===== src/irv_consts.svh =====
// constants for the interrupt request vectoring block
`ifndef IRV_CONSTS_SVH
`define IRV_CONSTS_SVH
`define IRV_NSRC         8
`define IRV_VEC_BYTES    4
`define IRV_BRK_ADDR     32'h0fffffe7
`define IRV_ERASED       8'hff
`define IRV_SWI_LAST_ISP 8'h7f
`define IRV_PEND_RST     8'h00
`endif


===== src/irv_pkg.sv =====
// types for the interrupt request vectoring block
package irv_pkg;
	typedef struct packed {
		logic        valid;
		logic [7:0]  swiNum;
	} irv_swi_t;
	typedef enum logic [1:0] {
		IDLE,
		FETCH,
		JUMP
	} irv_state_t;
endpackage : irv_pkg


===== src/irv_vectoring.sv =====
// interrupt request flagging and vectoring
// Operation
// - each source owns a four-byte vector entry holding its handler address
// - on acceptance, control jumps to the address read from the vector
// - pending flag sets on a request and holds until acceptance or a software clear
// - pending flag clears automatically when the vector jump occurs
// - software writing 0 to a pending flag clears it
// - break with erased break byte jumps via software interrupt 0 vector
// - software interrupts 0..127 save stack select, select interrupt stack
// - software interrupts 128..255 leave stack selection unchanged
`timescale 1ns/1ps
`default_nettype none
`include "irv_consts.svh"
module irv_vectoring
(
	// clock and reset
	input  wire logic                      sys_clk,
	input  wire logic                      sys_rst,
	// peripheral requests and software flag clears
	input  wire logic [`IRV_NSRC-1:0]      reqPulse,
	input  wire logic [`IRV_NSRC-1:0]      swClrPendReq,
	// core side
	input  wire logic                      acceptReq,
	input  wire logic                      swiReq,
	input  wire logic [7:0]                swiNum,
	input  wire logic                      breakExec,
	input  wire logic [7:0]                brkByte,
	input  wire logic                      intReturn,
	input  wire logic                      stackSelIn,
	input  wire logic [31:0]               vecBase,
	// vector fetch port
	output logic                           vecRdReq_q,
	output logic [31:0]                    vecAddr_q,
	input  wire logic                      vecRdValid,
	input  wire logic [31:0]               vecRdData,
	// outputs to the core
	output logic [`IRV_NSRC-1:0]           pendingRequestFlag_q,
	output logic                           jumpValid_q,
	output logic [31:0]                    jumpAddr_q,
	output logic                           stackSel_q,
	output logic                           busy_q
);
	irv_pkg::irv_state_t state_q;
	logic [7:0] vecIdx_q;
	logic       isHw_q;
	logic       savedSel_q;
	logic       ispActive_q;
	logic [`IRV_NSRC-1:0] clrAccept;
	irv_pkg::irv_swi_t swi;

	function automatic logic [7:0] lowestPending(input logic [`IRV_NSRC-1:0] p);
		lowestPending = 8'h00;
		for (int i = `IRV_NSRC - 1; i >= 0; i--)
			if (p[i])
				lowestPending = 8'(i);
	endfunction : lowestPending

	function automatic logic [31:0] vecEntry(input logic [31:0] base,
		input logic [7:0] idx);
		vecEntry = base + 32'(idx) * 32'(`IRV_VEC_BYTES);
	endfunction : vecEntry

	always_comb
	begin
		swi.valid  = swiReq | (breakExec && brkByte == `IRV_ERASED);
		swi.swiNum = swiReq ? swiNum : 8'h00;
	end

	always_comb
	begin
		clrAccept = '0;
		if (state_q == irv_pkg::JUMP && isHw_q)
			clrAccept[vecIdx_q[2:0]] = 1'b1;
	end

	// set wins over both clears so a request is never lost
	always_ff @(posedge sys_clk or posedge sys_rst)
		if (sys_rst)
			pendingRequestFlag_q <= `IRV_PEND_RST;
		else
			pendingRequestFlag_q <= (pendingRequestFlag_q
				& ~clrAccept & ~swClrPendReq) | reqPulse;

	always_ff @(posedge sys_clk or posedge sys_rst)
		if (sys_rst)
		begin
			state_q    <= irv_pkg::IDLE;
			vecIdx_q   <= 8'h00;
			isHw_q     <= 1'b0;
			vecRdReq_q <= 1'b0;
			vecAddr_q  <= 32'h0;
			busy_q     <= 1'b0;
		end
		else
			unique case (state_q)
				irv_pkg::IDLE:
				begin
					if (swi.valid)
					begin
						vecIdx_q   <= swi.swiNum;
						isHw_q     <= 1'b0;
						vecRdReq_q <= 1'b1;
						vecAddr_q  <= vecEntry(vecBase, swi.swiNum);
						busy_q     <= 1'b1;
						state_q    <= irv_pkg::FETCH;
					end
					else if (acceptReq && |pendingRequestFlag_q)
					begin
						vecIdx_q   <= lowestPending(pendingRequestFlag_q);
						isHw_q     <= 1'b1;
						vecRdReq_q <= 1'b1;
						vecAddr_q  <= vecEntry(vecBase,
							lowestPending(pendingRequestFlag_q));
						busy_q     <= 1'b1;
						state_q    <= irv_pkg::FETCH;
					end
				end
				irv_pkg::FETCH:
					if (vecRdValid)
					begin
						vecRdReq_q <= 1'b0;
						state_q    <= irv_pkg::JUMP;
					end
				irv_pkg::JUMP:
				begin
					state_q <= irv_pkg::IDLE;
					busy_q  <= 1'b0;
				end
			endcase

	always_ff @(posedge sys_clk or posedge sys_rst)
		if (sys_rst)
		begin
			jumpValid_q <= 1'b0;
			jumpAddr_q  <= 32'h0;
		end
		else
		begin
			jumpValid_q <= state_q == irv_pkg::FETCH && vecRdValid;
			if (state_q == irv_pkg::FETCH && vecRdValid)
				jumpAddr_q <= vecRdData;
		end

	// stack select: 1 = user stack, 0 = interrupt stack pointer
	// one handler level is tracked; a nested entry overwrites the save
	always_ff @(posedge sys_clk or posedge sys_rst)
		if (sys_rst)
		begin
			stackSel_q  <= 1'b0;
			savedSel_q  <= 1'b0;
			ispActive_q <= 1'b0;
		end
		else if (state_q == irv_pkg::JUMP
			&& (isHw_q || vecIdx_q <= `IRV_SWI_LAST_ISP))
		begin
			savedSel_q  <= stackSelIn;
			stackSel_q  <= 1'b0;
			ispActive_q <= 1'b1;
		end
		else if (intReturn && ispActive_q)
		begin
			stackSel_q  <= savedSel_q;
			ispActive_q <= 1'b0;
		end
		// following the core here would drop the interrupt stack mid-handler
		else if (state_q == irv_pkg::IDLE && !ispActive_q)
			stackSel_q <= stackSelIn;
endmodule : irv_vectoring
`default_nettype wire


===== config.mk =====
export PLATFORM = sky130hd
export DESIGN_NAME = irv_vectoring
export DESIGN_NICKNAME = d
export VERILOG_FILES = /design/src/irv_pkg.sv /design/src/irv_vectoring.sv
export VERILOG_INCLUDE_DIRS = /design/src
export SDC_FILE = /design/constraint.sdc
export NUM_CORES = 1
export LEC_CHECK = 0
export BUFFER_PORTS_ARGS = -buffer_cell sky130_fd_sc_hd__buf_2
export CORE_ASPECT_RATIO = 0.8
export CORE_MARGIN = 2
export CORE_UTILIZATION = 25
export CTS_CLUSTER_DIAMETER = 40
export DETAILED_ROUTE_END_ITERATION = 8
export PLACE_DENSITY_LB_ADDON = 0.12
export SYNTH_ARGS = -nofsm -noshare
export SYNTH_HDL_FRONTEND = slang
export SYNTH_SLANG_ARGS = --single-unit

===== constraint.sdc =====
create_clock -name sys_clk -period 8.5 [get_ports sys_clk]
set_clock_uncertainty 0.2 [all_clocks]
set_input_delay 1.275 -clock sys_clk [delete_from_list [all_inputs] [get_ports sys_clk]]
set_output_delay 1.275 -clock sys_clk [all_outputs]
set_load 0.01 [all_outputs]

==> results.md <==
- Seq cells post-synth: 85
- Static leakage: 2.67 nW
- Syn Nets: 539
- Most common cell after layout, fill and taps aside: buf_2
- CP endpoint kind: register
- Adder-Cell Fraction of Synth Area: 3.67%
- Sink Count: 85
- # hold bufs at CTS: 0
- Largest family of logic cells by synthesized area: simple AND/OR/NAND/NOR gates
- Pre-CTS setup slack: 3.81 ns
- Post-Synth XOR/XNOR Area: 3.06%
- Worst-skew pair later-pin latency: 0.34 ns
- WP buf/inv: 2
- Status: finished clean
- Startpoint Class: input port
- CTS tree: built
- Final Power: 1.73 mW
- Worst setup path class: input port to register
- Post-CTS Setup Repair Bufs: 0
- Fin cells: 825
- # resized after CTS: 0
- Post-route cell area: 5680 µm²
- # port buffers: 179
- Final Hold Fails: 0
- GRT overflow: 0
- DRC viols: 0
- Max-cap violations: 0
- FFs w/ async S/R, synth: 100%
- RSZ-0062 raised after global routing: false
- FMAX: 228 MHz
- Post-DP Area: 5400 µm²
- Final WS setup: 4.11 ns
- Max-slew violation count: 0
- YS warnings: 0
- EDFF count, synth: 0
- Die Y: 121 µm
- Syn avg cell area: 10.1 µm²
- Clk Tree Root Cell: clkbuf_16
- Largest net degree at the start of global routing: 55
- Share of layout cells above drive strength 1: 40.8%
- Core area: 16,700 µm²
- Cell mode on critical path: o31ai_1
- H-tree depth: 3
- Clock buffer depth: 2
- Die footprint: 18,200 µm²
- CP cell instances: buf_2 -> nand4_1 -> o31ai_1 -> o31ai_1 -> ha_1 -> inv_1 -> fa_1 -> nand2b_1 -> a21oi_1 -> o211ai_1 -> or3_1 -> a31oi_1
- CP max stage cell: or3_1
- Critical path arrival: 4.46 ns
- Routed WL: 12.0 mm
- Delay-heaviest family, CP: compound AO/OA/AOI/OAI gates
- Fill count: 1,758
- Rows: 42
- Area grow syn2layout: 32.4%
- Compound-Gate Fraction of Synth Area: 14.6%
- Hold/Removal Path Class: register to register
- First-pass GRT wire length: 19.2 mm
- # IOs: 180
- Post-synthesis mux area share: 9.68%
- Maximum VDD drop: 76.1 µV
- Routed length per placed instance: 14.6 µm
- Antenna-violating nets left: 0
- Post-Route Utilization: 34.1%
- Period utilization: 51.6%
- Via-to-Cell Ratio: 4.57
- Syn Inst Count: 423
- Post-synthesis sequential area ratio: 49.6%
- Setup_tns: 0 ns
- Total track usage: 13.6%
- Dpl cells: 809
- Vias in the first global route: 3,734
- Die W: 150 µm
- CP required: 8.57 ns
- Nets: 716
- Distinct cells, synth: 45
- Simple-gate area share of the yosys netlist: 15.0%
- P per Cell Area: 304 nW/µm²
- Post-DP HPWL: 9.25 mm
- Initial DRC Count: 212
- Initial antenna violation count: 0
- TritonCTS Buffers: 9
- Via Count: 3,771
- Cell area after synthesis: 4290 µm²
- GP Congestion: 0.740
- Post-synth top flop: dfrtp_1
- Slew @ Worst Pin: 0.830 ns
- Antenna cells: 0
- WHS: 0.276 ns
- Max Fanout on Critical Path: 14
- Max_slew headroom: 44.4%
- Clock Pin Slew Worst Setup and Hold Paths: 0.07 ns
- Commonest cells after routing, fill and taps aside: buf_2 (179), dfrtp_1 (85), nand2_1 (49), o21ai_0 (37), mux2_2 (36)
- Starting density of the core: 25.8%
- Minimum clock period: 4.39 ns
- Critical path's largest stage delay: 0.46 ns
- Final setup viols: 0
- Pre-antenna DRT Iters: 4
cell usage after synthesis, types with 7 or more instances:
cell type / number / area [µm²]
and2_1: 8 / 50.1
ha_1: 11 / 138
clkbuf_1: 7 / 26.3
a31o_2: 7 / 61.3
nor2_1: 25 / 93.8
inv_1: 25 / 93.8
mux2_2: 36 / 405
a21oi_1: 11 / 55.1
nand2_1: 49 / 184
dfrtp_1: 85 / 2130
nand3_1: 10 / 50.1
o21ai_0: 38 / 190
o31ai_1: 9 / 67.6
xor2_1: 7 / 61.3
or3_1: 8 / 50.1
xnor2_1: 8 / 70.1
a31oi_1: 13 / 81.3
final cells by class:
| class | count | area (µm²) | area share, % |
|---|---|---|---|
| Timing Repair Buffer | 183 | 926 | 16.3 |
| Clock inverter | 4 | 32.5 | 0.573 |
| Tap cell | 220 | 275 | 4.85 |
| Multi-Input combinational cell | 296 | 1980 | 34.8 |
| Clock buffer | 12 | 246 | 4.34 |
| Inverter | 25 | 95.1 | 1.67 |
| Sequential cell | 85 | 2130 | 37.4 |
flip-flops by register name, indices dropped and copies added, names as in the netlist:
register / flops
stackSel_q: 1
vecAddr_q: 32
busy_q: 1
pendingRequestFlag_q: 8
savedSel_q: 1
isHw_q: 1
jumpValid_q: 1
vecRdReq_q: 1
ispActive_q: 1
jumpAddr_q: 32
vecIdx_q: 4
state_q: 2
worst reg2reg max path, stage by stage (launching register included):
cell and delay, ns:
dfrtp_1 0.42, inv_1 0.09, a21oi_1 0.07, o31a_1 0.26, o31ai_1 0.35, ha_1 0.27, inv_1 0.06, fa_1 0.40
nand2b_1 0.18, a21oi_1 0.41, o211ai_1 0.45, or3_1 0.46, a31oi_1 0.16
cells by family after synthesis:
kind of cell	Yosys count
adder cells (fa/ha/maj)	12
multiplexers	37
AO/OA/AOI/OAI	99
XOR/XNOR	15
flip-flops	85
buffers and inverters	42
AND/OR/NAND/NOR	133
path summary, 6_finish.rpt:
kind | to | slack, ns | startpoint | depth (start not counted)
min | vecAddr_q[13] | 0.28 | vecAddr_q[13] | 2
min reg2reg | vecAddr_q[13] | 0.28 | vecAddr_q[13] | 2
max in group asynchronous | vecIdx_q[0] | 6.22 | sys_rst | 3
max reg2reg | vecAddr_q[26] | 4.66 | pendingRequestFlag_q[6] | 12
min in group asynchronous | jumpAddr_q[26] | 0.75 | sys_rst | 2
max | vecAddr_q[26] | 4.11 | brkByte[4] | 12
routing by layer:
metal  vias up  wire length, µm  track usage [%]  part of all wire [%]
met3        10              727             3.61                   6.0
met1      1796             5670             18.3                    47
met4         0              138             4.25                   1.1
met5         -                0                0                     0
met2       116             5510             21.2                    46
li1       1849                -                -                     -
report_power, final:
| group | total, mW | internal (mW) | switching [mW] |
|---|---|---|---|
| clock network | 0.379 | 0.208 | 0.171 |
| registers | 0.691 | 0.590 | 0.101 |
| logic | 0.658 | 0.307 | 0.351 |
| total | 1.73 | 1.10 | 0.624 |
Note: power is estimated with default switching activity, not from simulation.
